$ cat config.mk
export PLATFORM = sky130hd
export DESIGN_NAME = acs_sequencer
export DESIGN_NICKNAME = d
export VERILOG_FILES = /design/src/design/acs_pkg.sv /design/src/design/acs_sar_core.sv /design/src/design/acs_sequencer.sv
export SDC_FILE = /design/constraint.sdc
export NUM_CORES = 1
export LEC_CHECK = 0
export BUFFER_PORTS_ARGS = -buffer_cell sky130_fd_sc_hd__buf_2
export CAP_MARGIN = 20
export CORE_MARGIN = 2
export CORE_UTILIZATION = 24
export DETAILED_ROUTE_END_ITERATION = 7
export RECOVER_POWER = 100
export SYNTH_ARGS = -nofsm -noshare
export SYNTH_HDL_FRONTEND = slang
export SYNTH_SLANG_ARGS = --single-unit
$ cat constraint.sdc
create_clock -name clk -period 1.55 [get_ports clk]
set_clock_uncertainty 0.15 [all_clocks]
set_input_delay 0.155 -clock clk [delete_from_list [all_inputs] [get_ports clk]]
set_output_delay 0.155 -clock clk [all_outputs]
set_load 0.1 [all_outputs]
$ cat src/design/acs_pkg.sv
// constants and types for the conversion sequencer
// What this block does
// - a conversion is 4 sample clocks then 8 convert clocks, 12 total
// - once launched the sequence runs alone, no processor help needed
// - start high holds converter in reset; its falling edge launches
// - busy high during conversion, low at end; result byte then valid
// - power enable low switches the converter circuitry off
// - result is unsigned 8-bit, full scale ff, step is ref over 256
// - code transitions sit half a step low, last one and a half low
// - completion sets irq flag, which raises the interrupt only while global and converter irq enables are both set
// - channel codes 0 to 4 pick inputs, 5 to 15 a floating channel
// - divider codes 0 to 7 divide system clock by 1 up to 128
// - reference code 01 picks the supply, anything else the pin
package acs_pkg;
	localparam int ACS_SAMPLE_CLKS = 4;
	localparam int ACS_CONVERT_CLKS = 8;
	localparam int ACS_TOTAL_CLKS = ACS_SAMPLE_CLKS + ACS_CONVERT_CLKS;
	localparam int ACS_DATA_W = 8;
	localparam int ACS_CHAN_W = 4;
	localparam int ACS_NUM_INPUTS = 5;
	localparam int ACS_DIV_W = 3;
	localparam int ACS_PRESC_W = 7;
	localparam logic [1:0] ACS_REF_SUPPLY = 2'h1;
	localparam logic [7:0] ACS_RESULT_RST = 8'h00;
	localparam logic [6:0] ACS_PRESC_RST = 7'h00;
	localparam logic [3:0] ACS_CNT_RST = 4'h0;

	typedef enum logic [1:0] {ACS_IDLE, ACS_HOLD, ACS_SAMPLE, ACS_CONVERT} acs_state_e;

	typedef struct packed {
		logic power_enable;
		logic start;
		logic [ACS_DIV_W-1:0] clock_div_sel;
		logic [ACS_CHAN_W-1:0] input_channel_sel;
		logic [1:0] ref_source_sel;
	} acs_ctrl_s;

	typedef struct packed {
		logic busy;
		logic irq_flag;
		logic irq;
		logic [ACS_DATA_W-1:0] result;
	} acs_stat_s;
endpackage : acs_pkg

$ cat src/design/acs_sar_core.sv
// successive-approximation bit search driven by converter clock ticks
`timescale 1ns/1ps
module acs_sar_core
	import acs_pkg::*;
#(
	parameter int DATA_W = ACS_DATA_W
) (
	input wire logic clk,
	input wire logic reset_n,
	input wire logic clear,
	input wire logic step,
	input wire logic cmp_above,
	output logic [DATA_W-1:0] trial,
	output logic [DATA_W-1:0] code
);
	logic [DATA_W-1:0] mask_ff;
	logic [DATA_W-1:0] code_ff;
	logic [DATA_W-1:0] nxt_mask;
	logic [DATA_W-1:0] nxt_code;

	// comparator sees trial; above means keep the bit being tried
	assign trial = code_ff | mask_ff;
	assign nxt_code = clear ? '0 : (step ? (cmp_above ? trial : code_ff) : code_ff);
	assign nxt_mask = clear ? {1'b1, {(DATA_W-1){1'b0}}} : (step ? (mask_ff >> 1) : mask_ff);
	assign code = code_ff;

	always_ff @(posedge clk or negedge reset_n) begin
		if (!reset_n) begin
			mask_ff <= '0;
			code_ff <= '0;
		end else begin
			mask_ff <= nxt_mask;
			code_ff <= nxt_code;
		end
	end
endmodule : acs_sar_core

$ cat src/design/acs_sequencer.sv
// conversion sequencer: divider, start handling, timing, result and irq
`timescale 1ns/1ps
module acs_sequencer
	import acs_pkg::*;
#(
	parameter int DATA_W = ACS_DATA_W
) (
	input wire logic clk,
	input wire logic reset_n,
	input wire acs_ctrl_s ctrl,
	input wire logic global_irq_enable,
	input wire logic conv_irq_enable,
	input wire logic irq_flag_clear,
	input wire logic cmp_above_pin,
	output logic [DATA_W-1:0] dac_trial,
	output logic [ACS_NUM_INPUTS-1:0] input_select,
	output logic ref_from_supply,
	output logic analog_power,
	output logic sample_switch,
	output acs_stat_s stat
);
	acs_state_e state_ff, nxt_state;
	logic [ACS_PRESC_W-1:0] presc_ff;
	logic [3:0] cnt_ff, nxt_cnt;
	logic cmp_meta_ff, cmp_sync_ff;
	logic start_d_ff;
	logic busy_ff, irq_flag_ff, irq_ff;
	logic [DATA_W-1:0] result_ff, trial_ff;
	logic [ACS_NUM_INPUTS-1:0] sel_ff;
	logic ref_ff, power_ff, sample_ff;
	logic [DATA_W-1:0] sar_trial, sar_code;

	// divider code n ticks every 2**n system clocks
	function automatic logic [ACS_PRESC_W-1:0] div_mask(input logic [ACS_DIV_W-1:0] sel);
		div_mask = ACS_PRESC_W'((8'h01 << sel) - 8'h01);
	endfunction : div_mask

	// a tick closes a converter period, so the first period after launch is as
	// long as every later one and twelve ticks span twelve whole periods
	wire [ACS_PRESC_W-1:0] tick_mask = div_mask(ctrl.clock_div_sel);
	wire tick = (presc_ff & tick_mask) == tick_mask;
	wire start_fall = start_d_ff && !ctrl.start;
	wire active = (state_ff == ACS_SAMPLE) || (state_ff == ACS_CONVERT);
	wire last_tick = tick && (state_ff == ACS_CONVERT) && (cnt_ff == 4'(ACS_TOTAL_CLKS - 1));
	wire done = last_tick && ctrl.power_enable;
	wire sar_step = tick && (state_ff == ACS_CONVERT);
	wire sar_clear = (state_ff == ACS_SAMPLE);
	wire irq_now = irq_flag_ff && global_irq_enable && conv_irq_enable;

	// hardware runs each phase on its own from the tick count
	always_comb begin
		nxt_state = state_ff;
		nxt_cnt = cnt_ff;
		case (state_ff)
			ACS_IDLE: if (ctrl.start) nxt_state = ACS_HOLD;
			ACS_HOLD: begin
				nxt_cnt = ACS_CNT_RST;
				if (start_fall) nxt_state = ACS_SAMPLE;
			end
			ACS_SAMPLE: if (tick) begin
				nxt_cnt = cnt_ff + 4'h1;
				if (cnt_ff == 4'(ACS_SAMPLE_CLKS - 1)) nxt_state = ACS_CONVERT;
			end
			ACS_CONVERT: if (tick) begin
				nxt_cnt = cnt_ff + 4'h1;
				if (cnt_ff == 4'(ACS_TOTAL_CLKS - 1)) nxt_state = ACS_IDLE;
			end
			default: nxt_state = ACS_IDLE;
		endcase
		// a raised start restarts the sequence, power loss aborts it
		if (ctrl.start && state_ff != ACS_IDLE) nxt_state = ACS_HOLD;
		if (!ctrl.power_enable) nxt_state = ACS_IDLE;
	end

	acs_sar_core #(.DATA_W(DATA_W)) u_sar (
		.clk(clk),
		.reset_n(reset_n),
		.clear(sar_clear),
		.step(sar_step),
		.cmp_above(cmp_sync_ff),
		.trial(sar_trial),
		.code(sar_code)
	);

	// the final step's bit is folded in here so the result is complete
	wire [DATA_W-1:0] final_code = cmp_sync_ff ? sar_trial : sar_code;

	always_ff @(posedge clk or negedge reset_n) begin
		if (!reset_n) begin
			state_ff <= ACS_IDLE;
			cnt_ff <= ACS_CNT_RST;
			presc_ff <= ACS_PRESC_RST;
			start_d_ff <= 1'b0;
			cmp_meta_ff <= 1'b0;
			cmp_sync_ff <= 1'b0;
		end else begin
			state_ff <= nxt_state;
			cnt_ff <= nxt_cnt;
			// prescaler held in reset with the start bit so phases align
			presc_ff <= (ctrl.start || !active) ? ACS_PRESC_RST : presc_ff + 7'h01;
			start_d_ff <= ctrl.start;
			cmp_meta_ff <= cmp_above_pin;
			cmp_sync_ff <= cmp_meta_ff;
		end
	end

	always_ff @(posedge clk or negedge reset_n) begin
		if (!reset_n) begin
			busy_ff <= 1'b0;
			irq_flag_ff <= 1'b0;
			irq_ff <= 1'b0;
			result_ff <= ACS_RESULT_RST;
		end else begin
			busy_ff <= (nxt_state == ACS_SAMPLE) || (nxt_state == ACS_CONVERT);
			if (done) irq_flag_ff <= 1'b1;
			else if (irq_flag_clear) irq_flag_ff <= 1'b0;
			irq_ff <= irq_now;
			if (done) result_ff <= final_code;
		end
	end

	always_ff @(posedge clk or negedge reset_n) begin
		if (!reset_n) begin
			sel_ff <= '0;
			ref_ff <= 1'b0;
			power_ff <= 1'b0;
			sample_ff <= 1'b0;
			trial_ff <= '0;
		end else begin
			for (int i = 0; i < ACS_NUM_INPUTS; i++) begin
				sel_ff[i] <= ctrl.power_enable && (ctrl.input_channel_sel == ACS_CHAN_W'(i));
			end
			ref_ff <= ctrl.ref_source_sel == ACS_REF_SUPPLY;
			power_ff <= ctrl.power_enable;
			sample_ff <= nxt_state == ACS_SAMPLE;
			trial_ff <= sar_trial;
		end
	end

	// the dac's half-step offset sets where each output code turns over
	assign dac_trial = trial_ff;
	assign input_select = sel_ff;
	assign ref_from_supply = ref_ff;
	assign analog_power = power_ff;
	assign sample_switch = sample_ff;
	assign stat = '{busy: busy_ff, irq_flag: irq_flag_ff, irq: irq_ff, result: result_ff};

	// helper: busy cycles so far and the divider in force at launch, so the
	// conversion length is checked with a counter rather than a long repetition
	logic [10:0] busy_len_ff;
	logic [ACS_DIV_W-1:0] div_launch_ff;
	always_ff @(posedge clk or negedge reset_n) begin
		if (!reset_n) begin
			busy_len_ff <= 11'h000;
			div_launch_ff <= '0;
		end else begin
			busy_len_ff <= busy_ff ? busy_len_ff + 11'h001 : 11'h000;
			if (state_ff == ACS_HOLD && start_fall) div_launch_ff <= ctrl.clock_div_sel;
		end
	end

	property p_launch_busy;
		@(posedge clk) disable iff (!reset_n)
		(state_ff == ACS_HOLD && start_fall && ctrl.power_enable) |=> busy_ff;
	endproperty
	a_launch_busy: assert property (p_launch_busy) else $error("busy not set on launch");

	property p_hold_idle;
		@(posedge clk) disable iff (!reset_n)
		ctrl.start |=> !busy_ff;
	endproperty
	a_hold_idle: assert property (p_hold_idle) else $error("busy while start held");

	property p_done_clears_busy;
		@(posedge clk) disable iff (!reset_n)
		done |=> !busy_ff && irq_flag_ff;
	endproperty
	a_done_clears_busy: assert property (p_done_clears_busy) else $error("end of conversion");

	property p_result_stable;
		@(posedge clk) disable iff (!reset_n)
		!done |=> $stable(result_ff);
	endproperty
	a_result_stable: assert property (p_result_stable) else $error("result moved");

	property p_abort;
		@(posedge clk) disable iff (!reset_n)
		(!ctrl.power_enable && !irq_flag_ff) |=> !busy_ff && !irq_flag_ff;
	endproperty
	a_abort: assert property (p_abort) else $error("abort failed");

	property p_conv_length;
		@(posedge clk) disable iff (!reset_n)
		(done && ctrl.clock_div_sel == div_launch_ff)
		|-> busy_len_ff == 11'((ACS_TOTAL_CLKS << div_launch_ff) - 1);
	endproperty
	a_conv_length: assert property (p_conv_length) else $error("conversion not twelve periods");

	property p_result_at_end;
		@(posedge clk) disable iff (!reset_n)
		$changed(result_ff) |-> $fell(busy_ff) && irq_flag_ff;
	endproperty
	a_result_at_end: assert property (p_result_at_end) else $error("result moved off completion");

	property p_sample_four;
		@(posedge clk) disable iff (!reset_n)
		(state_ff == ACS_SAMPLE && tick && cnt_ff == 4'h3 && !ctrl.start && ctrl.power_enable)
		|=> state_ff == ACS_CONVERT;
	endproperty
	a_sample_four: assert property (p_sample_four) else $error("sample phase length");

	property p_irq_gate;
		@(posedge clk) disable iff (!reset_n)
		irq_ff == $past(irq_now);
	endproperty
	a_irq_gate: assert property (p_irq_gate) else $error("irq gating");

	property p_flag_set_wins;
		@(posedge clk) disable iff (!reset_n)
		(done && irq_flag_clear) |=> irq_flag_ff;
	endproperty
	a_flag_set_wins: assert property (p_flag_set_wins) else $error("set lost to clear");
endmodule : acs_sequencer

==> results.sh, run 1 <==
export IMPL_status="finished with violations"
export IMPL_violations="negative setup slack"
export IMPL_layout_drive_gt1_share_pct=36.6
export IMPL_tritoncts="done"
export IMPL_synth_async_sr_flop_share_pct=100
export IMPL_pwr_share_seq_pct=47.0
export IMPL_core_mm2=0.0107
export IMPL_cts_max_level=3
export IMPL_synthSimpleGateAreaFrac_pct=19.4
export IMPL_postLayoutCoreUtil_pct=34.7
export IMPL_ys_types=47
export IMPL_cellLeakagePower_uw=0.00169
export IMPL_fin_area_mm2=0.00373
export IMPL_crit_path_end_kind="flop"
export IMPL_numCtsBuffers=9
export IMPL_pwr_share_comb_pct=17.4
export IMPL_clock_sinks=59
export IMPL_synth_area_mm2=0.00263
export IMPL_io_buffer_count=43
export IMPL_die_area_mm2=0.0118
export IMPL_antennaDiodeCount=0
export IMPL_finalNonFillerCells=487
export IMPL_critical_path_class="reg -> reg"
export IMPL_rsz0062_at_grt="true"
export IMPL_start_util_pct=24.4
export IMPL_place_gp_congestion=0.751
export IMPL_path_cells="o21ba_4, o22ai_2, and2_4, buf_6, buf_12, a31oi_4, a31oi_1"
export IMPL_die_h_um=109
export IMPL_period_needed_ps=1610
export IMPL_synthMuxAreaShare_pct=0
export IMPL_clk_latency_ps=340
export IMPL_grt_pass1_vias=2218
export IMPL_ys_warnings_count=0
export IMPL_syn_avg_cell_area_um2=10.3
export IMPL_nFillCells=1109
export IMPL_hold_viol_final=0
export IMPL_grtUsageTotal_pct=11.5
export IMPL_ys_ff_latch=59
export IMPL_power_internal_uw=2580
export IMPL_drc=0
export IMPL_synth_area_leaders="dfrtp_1 56%, nand2_1 4.6%, a31oi_1 4.1%, o211ai_1 2.9%, a21oi_1 2.7%"
export IMPL_yosysTopAreaCellShare_pct=56.2
export IMPL_holdWs_ps=206
export IMPL_max_freq_mhz=621
export IMPL_wl_met1_mm=2.87
export IMPL_setup_violations_final=14
export IMPL_yosys_area_top_type="dfrtp_1"
export IMPL_worst_path_largest_cell_delay_ps=410
export IMPL_wl_mm=6.24
export IMPL_ys_seq_area_share_pct=56.2
export IMPL_maxSlewHeadroom_pct=38.9
export IMPL_die_w_um=109
export IMPL_critical_path_buf_inv_count=2
export IMPL_cp_slowest_cell="dfrtp_1"
export IMPL_p_total_uw=3710
export IMPL_ir_drop_uv=459
export IMPL_num_vias=2210
export IMPL_clk_pin_slew_worst_paths_ps=70
export IMPL_p_sw_share_pct=30.4
export IMPL_grt_pass1_wl_mm=10.5
export IMPL_cpLargestDelayFamily="compound AO/OA/AOI/OAI gates"
export IMPL_cap_viol_max_count=0
export IMPL_final_antenna_net_count=0
export IMPL_area_growth_pct=42.1
export IMPL_wl_per_cell_um=12.8
export IMPL_cp_required_ps=1620
export IMPL_startpoint_type="flop"
export IMPL_ioPinCount=44
export IMPL_synthAdderAreaFrac_pct=0.953
export IMPL_crit_fanout=11
export IMPL_placed_area_mm2=0.00317
export IMPL_power_switching_uw=1130
export IMPL_synth_cells=255
export IMPL_syn_num_nets=274
export IMPL_vias_per_cell=4.54
export IMPL_wl_met3_um=341
export IMPL_drv_slew=0
export IMPL_worst_slew_pin_transition_ps=916
export IMPL_hpwl_mm=4.23
export IMPL_fp_row_count=38
export IMPL_first_iter_violations=78
export IMPL_top_layer="met4"
export IMPL_antenna_found_initial=0
export IMPL_synth_top_family_by_area="simple AND/OR/NAND/NOR gates"
export IMPL_wl_met2_mm=2.88
export IMPL_crit_arrival_ps=1680
export IMPL_synth_compound_area_share_pct=17.5
export IMPL_first_pass_iters=4
export IMPL_powerDensity_mw_per_mm2=993
export IMPL_dp_cells=446
export IMPL_cts_max_path_buffers=2
export IMPL_cts_root_buf="clkbuf_8"
export IMPL_overflow=0
export IMPL_pwr_share_clk_pct=35.6
export IMPL_synth_edf_count=0
export IMPL_synthFlopType="dfrtp_1"
export IMPL_synth_xor_area_share_pct=1.33
export IMPL_grt_max_degree=45
export IMPL_layout_setup_ws_ps=-59.4
export IMPL_fin_nets=362
export IMPL_layout_worst_path_cycle_share_pct=104
export IMPL_hold_path_class="reg -> reg"
[final timing paths]
check                           cells after the start  slack, ps            to         from
worst max-delay path                                7        -60  result_ff[0]  presc_ff[0]
worst min-delay path                                0        210   cmp_sync_ff  cmp_meta_ff
worst max register to register                      7        -60  result_ff[0]  presc_ff[0]
worst min register to register                      0        210   cmp_sync_ff  cmp_meta_ff
max in group asynchronous                           3        180   state_ff[1]      reset_n
min in group asynchronous                           2        310  result_ff[0]      reset_n
[power by group through the flow]
stage	combinational, uW	clock (uW)	sequential, uW
2_1_floorplan	199	0	1960
3_3_place_gp	570	0	1770
3_5_place_dp	576	0	1770
4_1_cts	617	1370	1740
5_1_grt	698	1450	1760
6_report	646	1320	1740
[cells in the mapped netlist (5+ instances only)]
cell	n
a31oi_1	17
clkbuf_1	5
nand2b_1	9
a21oi_1	14
buf_4	6
o21ai_0	11
dfrtp_1	59
o211ai_1	10
nand3_1	10
nor2_1	12
inv_1	7
or2_2	8
nor2b_1	7
nand2_1	32
[logic make-up after synthesis]
logic type	count (synthesis)
xor+xnor	4
fa+ha+maj	2
compound gates	70
flops	59
simple gates	97
buf+inv	23
[final cells by class]
| class | instances | area, um^2 | share of cell area [%] |
|---|---|---|---|
| clock inverters | 5 | 55.1 | 1.48 |
| repair buffers | 93 | 691 | 18.5 |
| multi-input cells | 173 | 1180 | 31.6 |
| flip-flops and latches | 59 | 1480 | 39.6 |
| inverters | 7 | 26.3 | 0.704 |
| well taps | 140 | 175 | 4.69 |
| clock buffers | 10 | 128 | 3.42 |
[timing repair]
item	4_1_cts	5_1_grt
endpoints found under the hold margin	71	0
pin swaps	14	16
resized for setup	12	28
hold buffers	13	0
endpoints found under the setup margin	30	33
buffers inserted	6	7
gates cloned	0	0
[cell usage in the layout (no fill, tap or decap), types with 7 or more instances in the layout]
| master | synthesis | layout |
|---|---|---|
| a21oi_1 | 14 | 14 |
| a31oi_1 | 17 | 14 |
| buf_2 | 3 | 39 |
| buf_4 | 6 | 27 |
| clkbuf_8 | 0 | 9 |
| dfrtp_1 | 59 | 57 |
| dlygate4sd3_1 | 0 | 13 |
| inv_1 | 7 | 7 |
| nand2_1 | 32 | 30 |
| nand2b_1 | 9 | 7 |
| nand3_1 | 10 | 9 |
| nor2_1 | 12 | 12 |
| nor2b_1 | 7 | 7 |
| o211ai_1 | 10 | 10 |
| or2_2 | 8 | 8 |
[stage by stage]
step	setup WS, ps	TNS [ps]
CTS	-36.5	-304
detailed placement	-100	-1400
floorplan	-5.13	-9.51
global placement	-64.0	-813
global route	-107	-2040
finish	-59.4	-345
[flip-flops by register name, summed over array words and instances, names as in the netlist]
register,cells
cnt_ff,4
irq_ff,1
input_select,5
state_ff,2
result_ff,8
sample_switch,1
analog_power,1
start_d_ff,1
u_sar.mask_ff,8
presc_ff,7
ref_from_supply,1
dac_trial,8
irq_flag_ff,1
busy_ff,1
cmp_sync_ff,1
cmp_meta_ff,1
u_sar.code,8
[layer usage]
| metal | vias up | track usage, % |
|---|---|---|
| met5 | - | 0 |
| met4 | 0 | 4.67 |
| met3 | 16 | 3.86 |
| met2 | 62 | 17.9 |
| met1 | 1050 | 14.7 |
| li1 | 1082 | - |
Power figures use the tool's default switching activity.
==> inputs of run 2 (changes only) <==
- CORE_ASPECT_RATIO: unset -> 0.6
==> run 2 against run 1 <==
Net effect:
- the flow still finishes with violations (negative setup slack)
- utilization increased by 0.92 points
- flip-flop and latch count unchanged
- cell count decreased by 0.41%
- via count increased by 1.0%
- critical path type unchanged
- highest routed layer unchanged
==> results.sh, run 2 (same netlist as run 1, synthesis figures left out) <==
export IMPL_min_from="cmp_meta_ff"
export IMPL_rsz0062_at_grt="true"
export IMPL_antennaDiodeCount=0
export IMPL_crit_arrival_ps=1650
export IMPL_overflow=0
export IMPL_crit_fanout=9
export IMPL_holdWs_ps=194
export IMPL_grt_max_degree=60
export IMPL_cp_required_ps=1600
export IMPL_powerDensity_mw_per_mm2=1110
export IMPL_tritoncts="done"
export IMPL_grt_pass1_vias=2130
export IMPL_timing_rr_end="sample_switch"
export IMPL_place_gp_congestion=0.795
export IMPL_drc=0
export IMPL_fp_row_count=29
export IMPL_ir_drop_uv=649
export IMPL_start_util_pct=24.8
export IMPL_cts_max_level=3
export IMPL_min_to="cmp_sync_ff"
export IMPL_layout_common_cells="59 x dfrtp_1, 41 x buf_2, 31 x nand2_1"
export IMPL_grt_pass1_wl_mm=10.7
export IMPL_final_common_cell="dfrtp_1"
export IMPL_whs_path_depth=0
export IMPL_status="finished with violations"
export IMPL_io_buffer_count=43
export IMPL_hpwl_mm=4.32
export IMPL_first_pass_iters=4
export IMPL_core_mm2=0.0106
export IMPL_period_needed_ps=1600
export IMPL_violations="negative setup slack"
export IMPL_wl_mm=6.58
export IMPL_layout_setup_ws_ps=-47.2
export IMPL_maxSlewHeadroom_pct=45.6
export IMPL_setup_tns_ps=-194
export IMPL_startpoint_type="flop"
export IMPL_layout_drive_gt1_share_pct=35.3
export IMPL_die_w_um=139
export IMPL_r2r_cells=5
export IMPL_dp_slack_ps=-141
export IMPL_grtUsageTotal_pct=11.6
export IMPL_hold_viol_final=0
export IMPL_clk_latency_ps=330
export IMPL_cts_max_path_buffers=2
export IMPL_die_area_mm2=0.0118
export IMPL_wl_per_cell_um=13.6
export IMPL_crit_path_end_kind="flop"
export IMPL_fin_nets=361
export IMPL_setup_violations_final=7
export IMPL_critical_path_class="reg -> reg"
export IMPL_clk_pin_slew_worst_paths_ps=50
export IMPL_worst_r2r_setup_slack_ps=-50
export IMPL_layout_worst_path_cycle_share_pct=103
export IMPL_reg2reg_from="presc_ff[2]"
export IMPL_worst_slew_pin_transition_ps=817
export IMPL_cap_viol_max_count=0
export IMPL_final_antenna_net_count=0
export IMPL_antenna_found_initial=0
export IMPL_ioPinCount=44
export IMPL_area_growth_pct=43.9
export IMPL_clock_sinks=59
export IMPL_die_h_um=85.0
export IMPL_postLayoutCoreUtil_pct=35.6
export IMPL_vias_per_cell=4.60
export IMPL_hold_path_class="reg -> reg"
export IMPL_max_freq_mhz=626
export IMPL_num_vias=2233
export IMPL_numCtsBuffers=9
export IMPL_drv_slew=0
export IMPL_cellLeakagePower_uw=0.00173
export IMPL_cts_root_buf="clkbuf_16"
export IMPL_first_iter_violations=97
-- run 2: cell types whose count changed in the layout (fill, tap and decap cells not counted), sizes merged --
cell / before / now
clkinvlp: 2 / 1
bufinv: 1 / 0
clkinv: 2 / 3
-- run 2: worst max path at each step --
| stage | slack (ps) | endpoint | cells past startpoint | startpoint |
|---|---|---|---|---|
| 5_1_grt | -80 | sample_switch | 5 | presc_ff[0] |
| 2_1_floorplan | -5 | u_sar.mask_ff[0] | 6 | presc_ff[0] |
| 4_1_cts | -50 | irq_flag_ff | 7 | presc_ff[6] |
| 3_3_place_gp | -80 | cnt_ff[0] | 6 | presc_ff[6] |
| 3_5_place_dp | -140 | u_sar.code[6] | 6 | presc_ff[2] |
| 6_report | -50 | sample_switch | 5 | presc_ff[2] |
-- run 2: cell type report --
class	instances	area (um^2)
sequential	59	1480
timing repair buffer	92	696
multi-input combinational	173	1120
inverter	7	26.3
fill	1087	6820
clock inverter	4	26.3
tap	139	174
clock buffer	11	253
-- run 2: repair_timing --
item,in CTS,in global routing
hold buffers,13,0
resized for setup,15,10
buffers inserted,7,3
endpoints found under the setup margin,31,33
pin swaps,7,6
endpoints found under the hold margin,70,0
-- run 2: worst max-delay path: stages, from the launching register on --
cell and delay [ps]:
dfrtp_1 380, nand2_1 80, o22ai_2 200, and2_4 270, nand2_4 70, o41a_1 310
-- run 2: through the flow --
step           instance area, um^2  cells  power [uW]
2_1_floorplan                 2660    255        2150
3_3_place_gp                  3220    448        2330
3_5_place_dp                  3220    448        2340
4_1_cts                       3760    482        4270
5_1_grt                       3780    485        4410
6_report                      3780    485        4210
-- run 2: power by group --
group / leakage, uW / switching (uW) / internal [uW]
clock: 0.000137 / 683 / 1150
combinational: 0.000863 / 435 / 197
sequential: 0.000731 / 86.5 / 1650
-- run 2: layer usage --
| layer | track usage [%] | part of all wire [%] | wire, um | vias up |
|---|---|---|---|---|
| met2 | 16.2 | 42 | 2780 | 66 |
| met5 | 0 | 0 | 0 | - |
| met1 | 16.0 | 49 | 3240 | 1077 |
| met3 | 5.53 | 7.6 | 503 | 6 |
| met4 | 3.31 | 0.82 | 54 | 0 |
| li1 | - | - | - | 1084 |
==> inputs of run 3 (changes only) <==
==> constraint.sdc (replaced) <==
create_clock -name clk -period 1.55 [get_ports clk]
set_clock_uncertainty 0.15 [all_clocks]
set_input_delay 0.0775 -clock clk [delete_from_list [all_inputs] [get_ports clk]]
set_output_delay 0.0775 -clock clk [all_outputs]
set_load 0.1 [all_outputs]
==> run 3 against run 2 <==
Net effect:
- the flow still finishes with violations (negative setup slack)
- sequential share of layout area decreased by 0.28 points
- register-to-register slack about the same
- global-route usage increased by 0.76 points
- count of clock-buffer cells in the layout unchanged
- clock power increased by 15%
==> results.sh, run 3 (same netlist as run 1, synthesis figures left out) <==
export IMPL_vias_per_cell=4.52
export IMPL_wl_per_cell_um=13.6
export IMPL_clk_latency_ps=330
export IMPL_numCtsBuffers=9
export IMPL_clk_pin_slew_worst_paths_ps=50
export IMPL_critical_path_class="reg -> reg"
export IMPL_start_util_pct=24.8
export IMPL_tritoncts="done"
export IMPL_cp_slowest_cell="dfrtp_1"
export IMPL_path_cells="a21boi_2, o21a_2, nor2_4, buf_12, buf_12, a22o_1"
export IMPL_layout_setup_ws_ps=-42.3
export IMPL_drc=0
export IMPL_drv_slew=0
export IMPL_clock_sinks=59
export IMPL_layout_common_cells="59 x dfrtp_1, 29 x nand2_1, 27 x clkbuf_2"
export IMPL_cpLargestDelayFamily="compound AO/OA/AOI/OAI gates"
export IMPL_dp_slack_ps=-118
export IMPL_die_w_um=139
export IMPL_cts_root_buf="clkbuf_16"
export IMPL_rsz0062_at_grt="true"
export IMPL_ioPinCount=44
export IMPL_hpwl_mm=4.28
export IMPL_maxSlewHeadroom_pct=50.4
export IMPL_period_needed_ps=1590
export IMPL_powerDensity_mw_per_mm2=1180
export IMPL_cts_max_path_buffers=2
export IMPL_cp_required_ps=1620
export IMPL_r2r_cells=6
export IMPL_grt_max_degree=47
export IMPL_crit_fanout=6
export IMPL_grtUsageTotal_pct=12.4
export IMPL_ir_drop_uv=620
export IMPL_grt_pass1_wl_mm=11.6
export IMPL_fp_row_count=29
export IMPL_cts_max_level=3
export IMPL_grt_pass1_vias=2275
export IMPL_worst_r2r_setup_slack_ps=-40
export IMPL_cap_viol_max_count=0
export IMPL_worst_path_largest_cell_delay_ps=440
export IMPL_layout_worst_path_cycle_share_pct=103
export IMPL_final_antenna_net_count=0
export IMPL_crit_arrival_ps=1660
export IMPL_layout_drive_gt1_share_pct=34.0
export IMPL_area_growth_pct=44.9
export IMPL_num_vias=2169
export IMPL_max_freq_mhz=628
export IMPL_critical_path_buf_inv_count=2
export IMPL_antenna_found_initial=0
export IMPL_startpoint_type="flop"
export IMPL_cp_depth=6
export IMPL_place_gp_congestion=0.752
export IMPL_io_buffer_count=43
export IMPL_worst_slew_pin_transition_ps=744
export IMPL_die_area_mm2=0.0118
export IMPL_overflow=0
export IMPL_die_h_um=85.0
export IMPL_crit_path_end_kind="flop"
export IMPL_final_common_cell="dfrtp_1"
export IMPL_setup_violations_final=8
export IMPL_status="finished with violations"
export IMPL_worst_path_most_repeated_cell="buf_12"
export IMPL_hold_path_class="in -> async"
export IMPL_hold_viol_final=0
export IMPL_wl_mm=6.54
export IMPL_core_mm2=0.0106
export IMPL_setup_tns_ps=-178
export IMPL_cellLeakagePower_uw=0.00172
export IMPL_antennaDiodeCount=0
export IMPL_first_pass_iters=6
export IMPL_violations="negative setup slack"
export IMPL_first_iter_violations=78
export IMPL_fin_nets=356
==> run 3: area by class of cell <==
type	count	area [um^2]
Clock inverter	4	75.1
Timing Repair Buffer	87	658
Fill cell	1086	6790
Clock buffer	11	243
Inverter	7	26.3
Sequential cell	59	1480
Multi-Input combinational cell	173	1150
Tap cell	139	174
==> run 3: path summary, 6_finish.rpt <==
check                       startpoint          endpoint
setup / recovery           presc_ff[4]       irq_flag_ff
hold / removal                 reset_n            irq_ff
setup reg to reg           presc_ff[4]       irq_flag_ff
hold reg to reg            cmp_meta_ff       cmp_sync_ff
max in group asynchronous      reset_n  u_sar.mask_ff[0]
min in group clk           cmp_meta_ff       cmp_sync_ff
==> run 3: where the power goes <==
group          internal, uW  switching, uW  total [uW]
Sequential             1650           90.6        1740
Combinational           192            433         625
Clock                  1440            683        2120
==> run 3: worst register-to-register path: stages, from the launching register on <==
cell and delay (ps):
dfrtp_1 440, a21boi_2 210, o21a_2 190, nor2_4 60, buf_12 130, buf_12 120, a22o_1 170
==> run 3: through the flow <==
stage                     hold WS, ps  utilization, %  std cells  instance area (um^2)  power, uW
after floorplan                  -368               -        255                  2660       2150
after global placement           -159            30.3        447                  3210       2330
after detailed placement         -155            30.3        447                  3210       2340
after CTS                        31.1            35.7        479                  3780       4540
after global routing              210            35.9        480                  3800       4700
final                             175            35.9        480                  3800       4490
==> run 3: metal layers <==
| layer | routed length [um] | GRT usage (%) | up-vias |
|---|---|---|---|
| li1 | - | - | 1068 |
| met1 | 3270 | 17.2 | 1025 |
| met2 | 2680 | 18.0 | 69 |
| met3 | 535 | 4.74 | 7 |
| met4 | 56 | 3.58 | 0 |
| met5 | 0 | 0 | - |
==> run 3: timing repair <==
action / 4_1_cts / 5_1_grt
hold buffers: 15 / 0
gates resized for setup: 16 / 16
setup buffers: 2 / 4
endpoints found under the setup margin: 29 / 35
hold endpoints to repair: 73 / 0
pin swaps: 9 / 7
gates cloned: 1 / 0
